===== config.mk =====
export PLATFORM = sky130hd
export DESIGN_NAME = eii_top
export DESIGN_NICKNAME = d
export VERILOG_FILES = /design/src/verilog/eii_pkg.sv /design/src/verilog/eii_top.sv
export SDC_FILE = /design/constraint.sdc
export NUM_CORES = 1
export LEC_CHECK = 0
export ABC_AREA = 1
export BUFFER_PORTS_ARGS = -buffer_cell sky130_fd_sc_hd__buf_2
export CAP_MARGIN = 10
export CELL_PAD_IN_SITES_DETAIL_PLACEMENT = 0
export CELL_PAD_IN_SITES_GLOBAL_PLACEMENT = 1
export CORE_ASPECT_RATIO = 1.75
export CORE_MARGIN = 3
export CORE_UTILIZATION = 38
export CTS_CLUSTER_SIZE = 30
export DETAILED_ROUTE_END_ITERATION = 10
export GPL_TIMING_DRIVEN = 0
export PLACE_DENSITY_LB_ADDON = 0.12
export SLEW_MARGIN = 30
export SYNTH_ARGS = -nofsm -noshare
export SYNTH_HDL_FRONTEND = slang
export SYNTH_SLANG_ARGS = --single-unit

===== constraint.sdc =====
create_clock -name hclk -period 9.74 [get_ports hclk]
set_input_delay 0.974 -clock hclk [delete_from_list [all_inputs] [get_ports hclk]]
set_output_delay 0.974 -clock hclk [all_outputs]
set_load 0.01 [all_outputs]

===== src/verilog/eii_pkg.sv =====
// package: register map, reset values, field positions and carrier types of the external interrupt inputs
package eii_pkg;

  // ----------------------------------------------------------------
  // register indices and byte addresses
  // ----------------------------------------------------------------
  localparam logic [15:0] EII_IDX_FLAGS    = 16'hFEDE;
  localparam logic [15:0] EII_IDX_NMI_CTRL = 16'hFF1C;
  localparam logic [15:0] EII_IDX_ENABLE   = 16'hFF1D;
  localparam logic [15:0] EII_IDX_PRIO_A   = 16'hFF00;
  localparam logic [15:0] EII_IDX_XFER_A   = 16'hFF08;
  localparam logic [15:0] EII_IDX_STATUS   = 16'hFF1E;

  localparam logic [31:0] EII_ADDR_FLAGS    = {14'h0000, EII_IDX_FLAGS, 2'h0};
  localparam logic [31:0] EII_ADDR_NMI_CTRL = {14'h0000, EII_IDX_NMI_CTRL, 2'h0};
  localparam logic [31:0] EII_ADDR_ENABLE   = {14'h0000, EII_IDX_ENABLE, 2'h0};
  localparam logic [31:0] EII_ADDR_PRIO_A   = {14'h0000, EII_IDX_PRIO_A, 2'h0};
  localparam logic [31:0] EII_ADDR_XFER_A   = {14'h0000, EII_IDX_XFER_A, 2'h0};
  localparam logic [31:0] EII_ADDR_STATUS   = {14'h0000, EII_IDX_STATUS, 2'h0};

  // ----------------------------------------------------------------
  // reset values and fixed bits
  // ----------------------------------------------------------------
  localparam logic [7:0] EII_RST_NMI_CTRL = 8'hFE;
  localparam logic [7:0] EII_RST_ENABLE   = 8'hF0;
  localparam logic [7:0] EII_RST_FLAGS    = 8'hF1;
  localparam logic [7:0] EII_RST_PRIO_A   = 8'h00;
  localparam logic [7:0] EII_RST_XFER_A   = 8'h00;
  localparam logic [6:0] EII_ONES_NMI_HI  = 7'h7F;
  localparam logic [3:0] EII_ONES_NIBBLE  = 4'hF;
  localparam logic [3:0] EII_NMI_LEVEL    = 4'h8;
  localparam logic [2:0] EII_NMI_MASK     = 3'h7;

  // ----------------------------------------------------------------
  // field positions
  // ----------------------------------------------------------------
  localparam int EII_BIT_EDGE_SEL  = 0;
  localparam int EII_PRIO_HI_LSB   = 4;
  localparam int EII_PRIO_LO_LSB   = 0;
  localparam int EII_XFER_LINE0    = 4;
  localparam int EII_XFER_LINE1    = 2;
  localparam int EII_XFER_LINE2    = 1;
  localparam int EII_XFER_LINE3    = 0;
  localparam int EII_NSRC          = 6;
  localparam int EII_NSYNC         = 6;
  // sync idle: nmi high, four request pins high, standby low
  localparam logic [5:0] EII_SYNC_IDLE = 6'h1F;

  // ----------------------------------------------------------------
  // carrier types
  // ----------------------------------------------------------------
  typedef enum logic [2:0] {
    EII_SRC_NMI,
    EII_SRC_LINE0,
    EII_SRC_WATCHDOG,
    EII_SRC_LINE1,
    EII_SRC_LINE2,
    EII_SRC_LINE3
  } eii_src_t;

  typedef struct packed {
    logic       valid;
    eii_src_t   source;
    logic [3:0] level;
    logic       xfer_ctrl;
  } eii_req_t;

  typedef struct packed {
    logic     accept;
    eii_src_t source;
  } eii_ack_t;

  typedef struct packed {
    logic       update;
    logic       clear_trace;
    logic [2:0] level;
  } eii_mask_t;

endpackage


===== src/verilog/eii_top.sv =====
// external interrupt inputs: nmi edge, line 0 level and watchdog, lines 1-3 edge with pending flags
//
// Summary of operation
// - nmi is level 8, never masked
// - nmi edge: falling if select 0, rising if 1
// - nmi accept: clear trace, mask level 7
// - nmi ignored while flash programs or erases
// - edge control resets to FE, kept otherwise; hardware standby resets it too
// - edge control bits 7-1 read one
// - line 0 pin and watchdog, separate vectors
// - line 0 pin low requests when enabled
// - watchdog overflow requests in interval mode
// - line 0 priority upper nibble, transfer bit 4
// - line 0 accept: clear trace, upper priority
// - lines 1-3 falling edge when enabled
// - lines 1-3 lower nibble, transfer bits 2-0
// - lines 1-3 accept: clear trace, lower priority
// - request enable resets to F0
// - enable bits select pin function
// - enable and flag bits 7-4 read one
// - enabled edge sets matching pending flag
// - clear flag by read one then write zero
// - accept clears that line's pending flag
// - request flags reset to F1
// - flag bit 0 reserved, reads one
//
// Local design decision: the AHB-Lite interface to the registers.
`timescale 1ns/1ps

module eii_top
  import eii_pkg::*;
(
  input  wire logic        hclk,
  input  wire logic        hresetn,
  input  wire logic        hsel,
  input  wire logic [31:0] haddr,
  input  wire logic [1:0]  htrans,
  input  wire logic        hwrite,
  input  wire logic [2:0]  hsize,
  input  wire logic [31:0] hwdata,
  input  wire logic        hready,
  output logic      [31:0] hrdata,
  output logic             hreadyout,
  output logic             hresp,
  input  wire logic        nmi_pin,
  input  wire logic [3:0]  irq_pin_n,
  input  wire logic        hw_standby,
  input  wire logic        flash_busy,
  input  wire logic        wdt_overflow,
  input  wire logic        wdt_interval_mode,
  input  wire logic [2:0]  cpu_mask_level,
  input  wire eii_ack_t    cpu_ack,
  output eii_req_t         cpu_req,
  output eii_mask_t        cpu_mask,
  output logic      [3:0]  pin_function
);

  // ----------------------------------------------------------------
  // pin synchronisers
  // ----------------------------------------------------------------
  logic [5:0] sync_meta;
  logic [5:0] sync_pin;
  logic [5:0] sync_prev;
  wire  [5:0] sync_raw = {hw_standby, irq_pin_n, nmi_pin};

  genvar gi;
  generate
    for (gi = 0; gi < EII_NSYNC; gi++) begin : g_sync
      always_ff @(posedge hclk or negedge hresetn) begin
        if (!hresetn) begin
          sync_meta[gi] <= EII_SYNC_IDLE[gi];
          sync_pin[gi]  <= EII_SYNC_IDLE[gi];
          sync_prev[gi] <= EII_SYNC_IDLE[gi];
        end else begin
          sync_meta[gi] <= sync_raw[gi];
          sync_pin[gi]  <= sync_meta[gi];
          sync_prev[gi] <= sync_pin[gi];
        end
      end
    end
  endgenerate

  wire       nmi_now    = sync_pin[0];
  wire       nmi_was    = sync_prev[0];
  wire [3:0] line_now_n = sync_pin[4:1];
  wire [3:0] line_was_n = sync_prev[4:1];
  // hardware standby acts like reset on the registers while it is held
  wire       standby    = sync_pin[5];

  // ----------------------------------------------------------------
  // registers
  // ----------------------------------------------------------------
  logic       edge_sel;
  logic [3:0] ext_enable;
  logic [3:1] line_pending;
  logic [3:1] flag_armed;
  logic [7:0] prio_a;
  logic [7:0] xfer_a;
  logic       nmi_pending;
  logic       wdt_pending;

  // ----------------------------------------------------------------
  // bus slave: address phase capture
  // ----------------------------------------------------------------
  wire ap_take  = hsel & htrans[1] & hready;
  wire sel_flag = haddr == EII_ADDR_FLAGS;
  wire sel_nmi  = haddr == EII_ADDR_NMI_CTRL;
  wire sel_en   = haddr == EII_ADDR_ENABLE;
  wire sel_prio = haddr == EII_ADDR_PRIO_A;
  wire sel_xfer = haddr == EII_ADDR_XFER_A;
  wire sel_stat = haddr == EII_ADDR_STATUS;
  wire ap_read  = ap_take & ~hwrite;

  logic dp_flag;
  logic dp_nmi;
  logic dp_en;
  logic dp_prio;
  logic dp_xfer;

  always_ff @(posedge hclk or negedge hresetn) begin
    if (!hresetn) begin
      dp_flag <= 1'b0;
      dp_nmi  <= 1'b0;
      dp_en   <= 1'b0;
      dp_prio <= 1'b0;
      dp_xfer <= 1'b0;
    end else begin
      dp_flag <= ap_take & hwrite & sel_flag;
      dp_nmi  <= ap_take & hwrite & sel_nmi;
      dp_en   <= ap_take & hwrite & sel_en;
      dp_prio <= ap_take & hwrite & sel_prio;
      dp_xfer <= ap_take & hwrite & sel_xfer;
    end
  end

  wire [7:0] rd_flags = {EII_ONES_NIBBLE, line_pending, 1'b1};
  wire [7:0] rd_nmi   = {EII_ONES_NMI_HI, edge_sel};
  wire [7:0] rd_en    = {EII_ONES_NIBBLE, ext_enable};
  wire [7:0] rd_stat  = {5'h00, flash_busy, wdt_pending, nmi_pending};
  // unmapped addresses read zero and take writes silently, always OKAY
  wire [7:0] rd_byte  = sel_flag ? rd_flags :
                        sel_nmi  ? rd_nmi   :
                        sel_en   ? rd_en    :
                        sel_prio ? prio_a   :
                        sel_xfer ? xfer_a   :
                        sel_stat ? rd_stat  : 8'h00;

  always_ff @(posedge hclk or negedge hresetn) begin
    if (!hresetn) begin
      hrdata    <= 32'h0000_0000;
      hreadyout <= 1'b0;
      hresp     <= 1'b0;
    end else begin
      hrdata    <= ap_read ? {24'h00_0000, rd_byte} : 32'h0000_0000;
      hreadyout <= 1'b1;
      hresp     <= 1'b0;
    end
  end

  // ----------------------------------------------------------------
  // control registers
  // ----------------------------------------------------------------
  always_ff @(posedge hclk or negedge hresetn) begin
    if (!hresetn) begin
      edge_sel   <= EII_RST_NMI_CTRL[EII_BIT_EDGE_SEL];
      ext_enable <= EII_RST_ENABLE[3:0];
      prio_a     <= EII_RST_PRIO_A;
      xfer_a     <= EII_RST_XFER_A;
    end else if (standby) begin
      edge_sel   <= EII_RST_NMI_CTRL[EII_BIT_EDGE_SEL];
      ext_enable <= EII_RST_ENABLE[3:0];
      prio_a     <= EII_RST_PRIO_A;
      xfer_a     <= EII_RST_XFER_A;
    end else begin
      if (dp_nmi) begin
        edge_sel <= hwdata[EII_BIT_EDGE_SEL];
      end
      if (dp_en) begin
        ext_enable <= hwdata[3:0];
      end
      if (dp_prio) begin
        prio_a <= hwdata[7:0];
      end
      if (dp_xfer) begin
        xfer_a <= hwdata[7:0];
      end
    end
  end

  always_ff @(posedge hclk or negedge hresetn) begin
    if (!hresetn) begin
      pin_function <= EII_RST_ENABLE[3:0];
    end else begin
      pin_function <= standby ? EII_RST_ENABLE[3:0] : (dp_en ? hwdata[3:0] : ext_enable);
    end
  end

  // ----------------------------------------------------------------
  // event detection
  // ----------------------------------------------------------------
  wire       nmi_edge  = edge_sel ? (nmi_now & ~nmi_was) : (~nmi_now & nmi_was);
  wire       nmi_set   = nmi_edge & ~flash_busy;
  wire       wdt_set   = wdt_overflow & wdt_interval_mode;
  wire       line0_req = ~line_now_n[0] & ext_enable[0];
  wire [3:1] line_fall = ~line_now_n[3:1] & line_was_n[3:1];
  wire [3:1] line_set  = line_fall & ext_enable[3:1];

  wire ack_nmi = cpu_ack.accept & (cpu_ack.source == EII_SRC_NMI);
  wire ack_wdt = cpu_ack.accept & (cpu_ack.source == EII_SRC_WATCHDOG);
  wire [3:1] ack_line = {cpu_ack.accept & (cpu_ack.source == EII_SRC_LINE3),
                         cpu_ack.accept & (cpu_ack.source == EII_SRC_LINE2),
                         cpu_ack.accept & (cpu_ack.source == EII_SRC_LINE1)};

  // a flag read as one arms its clear; the next write to the flags, if it writes zero to that bit, cancels the request
  wire [3:1] arm_set  = {3{ap_read & sel_flag}} & line_pending;
  wire [3:1] sw_clear = {3{dp_flag}} & flag_armed & ~hwdata[3:1];
  wire [3:1] clr_vec  = sw_clear | ack_line;

  always_ff @(posedge hclk or negedge hresetn) begin
    if (!hresetn) begin
      line_pending <= EII_RST_FLAGS[3:1];
      flag_armed   <= 3'h0;
      nmi_pending  <= 1'b0;
      wdt_pending  <= 1'b0;
    end else if (standby) begin
      line_pending <= EII_RST_FLAGS[3:1];
      flag_armed   <= 3'h0;
      nmi_pending  <= 1'b0;
      wdt_pending  <= 1'b0;
    end else begin
      // set wins over either clear so an edge in the clearing cycle survives
      line_pending <= line_set | (line_pending & ~clr_vec);
      flag_armed   <= arm_set | (flag_armed & ~({3{dp_flag}} | ack_line));
      nmi_pending  <= nmi_set | (nmi_pending & ~ack_nmi);
      wdt_pending  <= wdt_set | (wdt_pending & ~ack_wdt);
    end
  end

  // ----------------------------------------------------------------
  // arbitration towards the cpu
  // ----------------------------------------------------------------
  wire [3:0] lvl_hi = {1'b0, prio_a[EII_PRIO_HI_LSB +: 3]};
  wire [3:0] lvl_lo = {1'b0, prio_a[EII_PRIO_LO_LSB +: 3]};
  wire [5:0] cand_vld = {line_pending[3], line_pending[2], line_pending[1], wdt_pending, line0_req, nmi_pending};
  wire [23:0] cand_lvl = {lvl_lo, lvl_lo, lvl_lo, lvl_hi, lvl_hi, EII_NMI_LEVEL};
  wire [5:0] cand_xfer = {xfer_a[EII_XFER_LINE3], xfer_a[EII_XFER_LINE2], xfer_a[EII_XFER_LINE1],
                          xfer_a[EII_XFER_LINE0], xfer_a[EII_XFER_LINE0], 1'b0};

  // highest level wins; equal levels keep the fixed order nmi, line 0, watchdog, lines 1-3
  function automatic logic [2:0] pick(input logic [5:0] vld, input logic [23:0] lvl);
    logic [2:0] best;
    logic [3:0] best_lvl;
    best     = 3'h0;
    best_lvl = 4'h0;
    for (int i = EII_NSRC - 1; i >= 0; i--) begin
      if (vld[i] && lvl[i*4 +: 4] >= best_lvl) begin
        best     = 3'(i);
        best_lvl = lvl[i*4 +: 4];
      end
    end
    return best;
  endfunction

  wire [2:0] win_idx = pick(cand_vld, cand_lvl);
  wire [3:0] win_lvl = cand_lvl[win_idx*4 +: 4];
  // the mask never blocks nmi; level 0 never beats any mask
  wire       win_ok  = cand_vld[win_idx] & ((win_idx == 3'h0) | (win_lvl > {1'b0, cpu_mask_level}));

  always_ff @(posedge hclk or negedge hresetn) begin
    if (!hresetn) begin
      cpu_req <= '0;
    end else begin
      cpu_req.valid     <= win_ok;
      cpu_req.source    <= eii_src_t'(win_idx);
      cpu_req.level     <= win_lvl;
      cpu_req.xfer_ctrl <= cand_xfer[win_idx];
    end
  end

  // ----------------------------------------------------------------
  // acceptance: mask update and trace clear
  // ----------------------------------------------------------------
  wire       ack_hi   = cpu_ack.accept & ((cpu_ack.source == EII_SRC_LINE0) | (cpu_ack.source == EII_SRC_WATCHDOG));
  wire [2:0] next_lvl = ack_nmi ? EII_NMI_MASK : (ack_hi ? lvl_hi[2:0] : lvl_lo[2:0]);

  always_ff @(posedge hclk or negedge hresetn) begin
    if (!hresetn) begin
      cpu_mask <= '0;
    end else begin
      cpu_mask.update      <= cpu_ack.accept;
      cpu_mask.clear_trace <= cpu_ack.accept;
      cpu_mask.level       <= next_lvl;
    end
  end

  // ----------------------------------------------------------------
  // assertions: standby, transfer routing, flag clearing
  // ----------------------------------------------------------------
  wire [3:1] ack_only  = ack_line & ~line_set;
  wire [3:1] keep_one  = line_pending & hwdata[3:1] & ~ack_line;
  wire [3:1] keep_idle = line_pending & ~flag_armed & ~ack_line;
endmodule

# Yosys cells after proc, flatten, opt, wreduce, memory -nomap -nowiden
# Cells that the tools add are included.
dict set report classes {
  magnitude_cmp 8
  n_eq_ne 11
  shifts 1
  n_mux 37
  n_bitwise 50
  reduce_logical 12
}
# op count
set ops {}
lappend ops {{32-bit by 18-bit == test with 1-bit output, second input constant} 6}
lappend ops {{8-bit two-way mux} 10}
lappend ops {{3-bit two-way mux} 16}
lappend ops {{1-bit bitwise AND} 24}
lappend ops {{24-bit by 6-bit indexed part select with 4-bit output} 1}
lappend ops {{3-bit bitwise AND} 7}
lappend ops {{3-bit >= comparator} 4}
lappend ops {{3-bit inverter} 4}
lappend ops {{3-bit bitwise OR} 4}
lappend ops {{4-bit two-way mux} 2}
lappend ops {{2-bit nonzero test} 4}
lappend ops {{1-bit two-way mux} 7}
lappend ops {{1-bit inverter} 7}
lappend ops {{1-bit binary-select mux with 3-bit select} 2}
lappend ops {{3-bit by 2-bit == test with 1-bit output, second input constant} 2}
lappend ops {{3-bit == test, second input constant} 2}
lappend ops {{1-bit logical AND} 6}
lappend ops {{3-bit logical NOT} 2}
lappend ops {{4-bit by 3-bit >= comparator with 1-bit output, first input constant} 1}
lappend ops {{4-bit by 3-bit greater-than comparator with 1-bit output} 1}
lappend ops {{3-bit by 4-bit less-than comparator with 1-bit output, second input constant} 1}
lappend ops {{1-bit bitwise OR} 4}
lappend ops {{3-bit by 1-bit == test with 1-bit output, second input constant} 1}
lappend ops {{3-bit by 1-bit >= comparator with 1-bit output, second input constant} 1}
dict set report totals {
  ff_bits 72
  input_bits 90
  output_inout_bits 52
  elab_cells 156
}

# Logic depth before layout (Yosys ltp)
dict set report logic_depth {
  ltp_word 22
  depth_mapped 36
  depth_no_buf 35
}

# Worst setup path after synthesis
# Ideal clock, no wire load.
dict set report synth_path {
  path_type {flip-flop to flip-flop}
  startpoint {reg line_pending[3] (netlist name)}
  endpoint {reg cpu_req[8] (netlist name)}
  setup_time_ns 0.113
  t_arrival_ns 3.967
  t_required_ns 9.627
  slack_ns 5.660
  path_stages_with_launch 34
  path_buffers 1
  synth_period_minus_slack_ns 4.080
  cell_sequence {dfrtp_1 > nor2_2 > nor2_1 > ha_1 > nor2_1 > nand2_1 > nand2_1 > inv_1 > nor2_1 > inv_1 > nand2_1 > ha_1 > a21oi_1 > nand3_1 > nand2_1 > buf_2 > o21ai_0 > ha_1 > a21oi_1 > nand3_1 > nand2_1 > nand2_1 > inv_1 > nand3_1 > nand2_4 > nand2_1 > o21ai_0 > ha_1 > a21oi_1 > o21ai_0 > nand2_1 > nand2_1 > nand2_1 > inv_1}
}
dict set report synth_between {
  elab_chain_cells 21
  word_cells_on_any_way 29
  cone_classes {order compare: 6; shift: 1; mux: 13; bitwise: 2; reduce/logical: 7}
}
# element line
set synth_rtl {}
lappend synth_rtl {{start, declared} eii_top.sv:95} ;# logic [3:1] line_pending;
lappend synth_rtl {{start signal, assigned} eii_top.sv:221} ;# line_pending <= EII_RST_FLAGS[3:1];
lappend synth_rtl {{start signal, assigned} eii_top.sv:226} ;# line_pending <= EII_RST_FLAGS[3:1];
lappend synth_rtl {{start signal, assigned} eii_top.sv:232} ;# line_pending <= line_set | (line_pending & ~clr_vec);
lappend synth_rtl {{1-bit logical AND *} eii_top.sv:256} ;# if (vld[i] && lvl[i*4 +: 4] >= best_lvl) begin
lappend synth_rtl {{3-bit two-way mux} eii_top.sv:256}
lappend synth_rtl {{3-bit >= comparator} eii_top.sv:256}
lappend synth_rtl {{1-bit logical AND} eii_top.sv:256}
lappend synth_rtl {{3-bit two-way mux} eii_top.sv:256}
lappend synth_rtl {{3-bit >= comparator} eii_top.sv:256}
lappend synth_rtl {{1-bit logical AND} eii_top.sv:256}
lappend synth_rtl {{3-bit two-way mux} eii_top.sv:256}
lappend synth_rtl {{[7 not listed]} -}
lappend synth_rtl {{1-bit logical AND} eii_top.sv:256}
lappend synth_rtl {{3-bit two-way mux *} eii_top.sv:256}
lappend synth_rtl {{24-bit by 6-bit indexed part select with 4-bit output *} eii_top.sv:265} ;# wire [3:0] win_lvl = cand_lvl[win_idx*4 +: 4];
lappend synth_rtl {{via win_lvl[2]} eii_top.sv:265}
lappend synth_rtl {{4-bit by 3-bit greater-than comparator with 1-bit output *} eii_top.sv:267} ;# wire win_ok = cand_vld[win_idx] & ((win_idx == 3'h0) | (win_lvl > {1'b0, cpu_mask_level}));
lappend synth_rtl {{1-bit bitwise OR *} eii_top.sv:267}
lappend synth_rtl {{1-bit bitwise AND *} eii_top.sv:267}
lappend synth_rtl {{via win_ok} eii_top.sv:267}
lappend synth_rtl {{end, declared} eii_top.sv:53} ;# output eii_req_t cpu_req,
# The timed path passes the listed nets; every way through them passes the cells marked *. The select of a mux whose other input is x is not followed.
# A chain may end at the register's enable or synchronous reset.

# Final worst setup path
dict set report layout_path {
  startpoint {reg prio_a[0]}
  endpoint {reg cpu_req[8] (netlist name)}
}
dict set report layout_between {
  elab_chain_cells 22
  word_cells_on_any_way 30
  cone_classes {order compare: 7; shift: 1; mux: 13; bitwise: 2; reduce/logical: 7}
}
# element line
set layout_rtl {}
lappend layout_rtl {{start, declared} eii_top.sv:97} ;# logic [7:0] prio_a;
lappend layout_rtl {{start signal, assigned} eii_top.sv:182} ;# prio_a <= hwdata[7:0];
lappend layout_rtl {{3-bit by 1-bit >= comparator with 1-bit output} eii_top.sv:256}
lappend layout_rtl {{1-bit logical AND} eii_top.sv:256}
lappend layout_rtl {{3-bit two-way mux} eii_top.sv:256}
lappend layout_rtl {{3-bit >= comparator} eii_top.sv:256}
lappend layout_rtl {{1-bit logical AND} eii_top.sv:256}
lappend layout_rtl {{3-bit two-way mux} eii_top.sv:256}
lappend layout_rtl {{3-bit >= comparator} eii_top.sv:256}
lappend layout_rtl {{1-bit logical AND} eii_top.sv:256}
lappend layout_rtl {{[8 not listed]} -}
lappend layout_rtl {{1-bit logical AND} eii_top.sv:256}
lappend layout_rtl {{3-bit two-way mux *} eii_top.sv:256}
lappend layout_rtl {{24-bit by 6-bit indexed part select with 4-bit output *} eii_top.sv:265}
lappend layout_rtl {{via win_lvl[2]} eii_top.sv:265}
lappend layout_rtl {{4-bit by 3-bit greater-than comparator with 1-bit output *} eii_top.sv:267}
lappend layout_rtl {{1-bit bitwise OR *} eii_top.sv:267}
lappend layout_rtl {{1-bit bitwise AND *} eii_top.sv:267}
lappend layout_rtl {{via win_ok} eii_top.sv:267}
# Marked as above.

==> impl_metrics.py <==
metrics = {
    "cells_and_area": {
        "area_growth_syn_to_layout_pct": 27.2,
        "nFillCells": 992,
        "finalNonFillerCells": 704,
        "nNetsFinal": 677,
        "final_area_sq_mm": 0.00479,
        "antenna_cells": 0,
        "drive_gt1_share_pct": 28.9,
    },
    "synthesis": {
        "avgSynthCellArea_sq_um": 8.31,
        "netlist_instances": 453,
        "synth.distinct_cells": 32,
        "synthFlopType": "dfrtp_1",
        "seq_area_frac_synth_pct": 48.3,
        "synth-edff-count": 0,
        "ys_seq_elements": 72,
        "syn-cell-area_sq_mm": 0.00377,
        "yosysWarningCount": 0,
        "async_reset_ff_share_pct": 100,
    },
    "clocking": {
        "cts.sinks": 72,
        "cts_made_buffers": 9,
        "cts-htree-levels": 3,
        "cts_setup_buffers": 0,
        "clk_pin_slew_ns": 0.06,
        "postCtsHoldBufs": 0,
        "clock_latency_ns": 0.33,
        "clockRootBuffer": "clkbuf_16",
        "cts_max_path_buffers": 2,
        "cts.repair.resized": 0,
        "cts_tree": "built",
    },
    "worst_setup_path": {
        "crit_fanout": 10,
        "worstRegToRegCells": 33,
        "crit_start": "prio_a[0]$_DFFE_PN0P_",
        "critical_path.endpoint": "cpu_req[8]$_DFF_PN0_",
        "slowest_stage": "dfrtp_1",
        "path_class": "flop to flop",
        "start_kind": "flop",
        "worstPathRequired_ns": 9.97,
        "timing.rr.end": "cpu_req[8]$_DFF_PN0_",
        "cp-end-kind": "flop",
        "worstReg2RegStart": "prio_a[0]$_DFFE_PN0P_",
        "cpPeakStageDelay_ns": 0.40,
        "cp.arrival_ns": 4.94,
        "rrSetupSlack_ns": 5.02,
        "path_common_cell": "nand2_1",
    },
    "die": {
        "top_level_ports": 142,
        "die_area_sq_mm": 0.0112,
        "coreArea_sq_mm": 0.00959,
        "start_util_pct": 39.3,
        "die_h_microns": 138,
        "rows": 47,
        "die-width_microns": 81.3,
    },
    "power_and_ir_drop": {
        "p_leak_nw": 2.63,
        "irDropWorstVdd_mv": 0.106,
        "power_density_mw_per_mm2": 150,
    },
    "sta": {
        "worst_pin_slew_ns": 0.604,
        "finalSetupViolations": 0,
        "min_period_ns": 4.72,
        "fin_setup_tns_ns": 0,
        "relSlewSlack_pct": 59.6,
        "fin_worst_skew_ns": 0.00504,
        "finalCritPeriodShare_pct": 48.4,
        "timing_hold_violations_final": 0,
        "grt_setup_unrepaired": "false",
        "fmax_mhz": 212,
        "slew_violations": 0,
    },
    "global_route": {
        "grt_pass1_vias": 3306,
        "grt_pass1_wl_mm": 15.5,
        "overflow": 0,
        "antenna_found_initial": 0,
        "grt_max_degree": 44,
        "grtUsageTotal_pct": 18.6,
    },
    "outcome": {
        "outcome": "finished, final reports clean",
    },
    "placed_design": {
        "placed_area_sq_mm": 0.00447,
        "io_buffer_count": 88,
        "dp_hpwl_mm": 7.79,
        "gp_congestion": 0.892,
        "dpl.cell_count": 688,
    },
    "flow_run": {
        "drv_cap": 0,
    },
    "detailed_routing": {
        "drt_pass1_iterations": 6,
        "drtAntennaViolNets": 0,
        "drt-initial-drc-count": 167,
        "drc_errors": 0,
        "wire_per_inst_microns": 13.6,
        "routed-via-count": 3285,
        "routed_via_density": 4.67,
        "wirelength_mm": 9.55,
    },
    "hold_path": {
        "hold_path.class": "flop to flop",
    },
}
state kept, by name, indices dropped and copies added, names as in the netlist, 3 cells and up:
signal and cells:
sync_meta 6, cpu_mask 4, line_pending 3, flag_armed 3, line_now_n 4, hrdata 8
prio_a 8, cpu_req 9, pin_function 4, xfer_a 8, line_was_n 3
metrics by stage:
step                      utilization [%]  setup slack, ns  power [mW]  hold slack, ns
after floorplan                         -             5.66       0.346           0.331
after global routing                 50.0             4.52       0.746           0.358
after global placement               46.4             5.11       0.372           0.333
after detailed placement             46.7             5.03       0.375           0.347
after CTS                            50.0             5.03       0.726           0.356
final                                50.0             5.02       0.716           0.356
per-layer routing:
metal  track usage (%)  wire [microns]
met5                 0               0
met2              34.9            5330
met4              10.2             435
met3              3.40             408
met1              18.6            3370
worst max-delay path: cells and delay by family, from the launching register on:
family | cells | cell delay, ns
and+or+nand+nor | 17 | 1.52
adders and majority gates | 4 | 1.18
buffers and inverters | 6 | 0.76
AOI/OAI and AO/OA | 6 | 0.75
DFF | 1 | 0.40
how the worst min path moves through the flow:
| stage | from | endpoint | slack, ns | cells after the start |
|---|---|---|---|---|
| finish | sync_meta[5]$_DFF_PN0_ | standby$_DFF_PN0_ | 0.36 | 0 |
| global route | sync_meta[1]$_DFF_PN1_ | line_now_n[0]$_DFF_PN1_ | 0.36 | 0 |
| CTS | sync_meta[1]$_DFF_PN1_ | line_now_n[0]$_DFF_PN1_ | 0.36 | 0 |
| floorplan | sync_meta[5]$_DFF_PN0_ | standby$_DFF_PN0_ | 0.33 | 0 |
| detailed placement | sync_meta[5]$_DFF_PN0_ | standby$_DFF_PN0_ | 0.35 | 0 |
| global placement | sync_meta[5]$_DFF_PN0_ | standby$_DFF_PN0_ | 0.33 | 0 |
Yosys cell counts, drive strengths merged, types with 2 or more instances:
master	instances	share of area [%]
a21oi	15	2.0
buf	27	5.3
conb	2	0.20
dfrtp	58	39
dfstp	14	9.8
ha	10	3.3
inv	50	5.1
nand2	118	13
nand3	37	5.6
nand3b	5	1.3
nand4	9	1.5
nor2	62	8.0
nor3	4	0.53
o211ai	5	1.0
o21ai	31	4.1
layout by cell type, fill, tap and decap left out, types with 4 or more instances in the layout:
cell type and n:
conb_1 26, nand2_1 112, inv_6 4, o21ai_0 29, nand4_1 9, nor3_1 4, clkbuf_16 10, o211ai_1 5
nand3b_1 4, buf_4 27, ha_1 10, buf_2 88, nand3_1 35, nor2_1 52, a21oi_1 15, dfstp_2 14
inv_1 48, dfrtp_1 58, nand2_4 4, nor2_2 5
power by group:
part	internal (mW)	total [mW]	switching, mW
Combinational	0.0246	0.0585	0.0339
Sequential	0.308	0.310	0.00279
Clock	0.216	0.348	0.131
final cells by class:
cell class | count | area [sq um] | share of cell area, %
Inverter | 51 | 198 | 4.13
Timing Repair Buffer | 89 | 463 | 9.66
Buffer | 28 | 204 | 4.26
Tap cell | 122 | 153 | 3.19
Clock inverter | 6 | 70.1 | 1.46
Sequential cell | 72 | 1820 | 38.0
Multi-Input combinational cell | 326 | 1640 | 34.1
Clock buffer | 10 | 250 | 5.22
logic make-up after synthesis:
| kind of cell | share of synthesized area [%] |
|---|---|
| other | 0.199 |
| AO/OA/AOI/OAI | 7.54 |
| adder cells (fa/ha/maj) | 3.32 |
| buffers and inverters | 10.7 |
| flip-flops | 48.3 |
| AND/OR/NAND/NOR | 30.0 |
No activity file was read; power rests on OpenSTA's default activity.
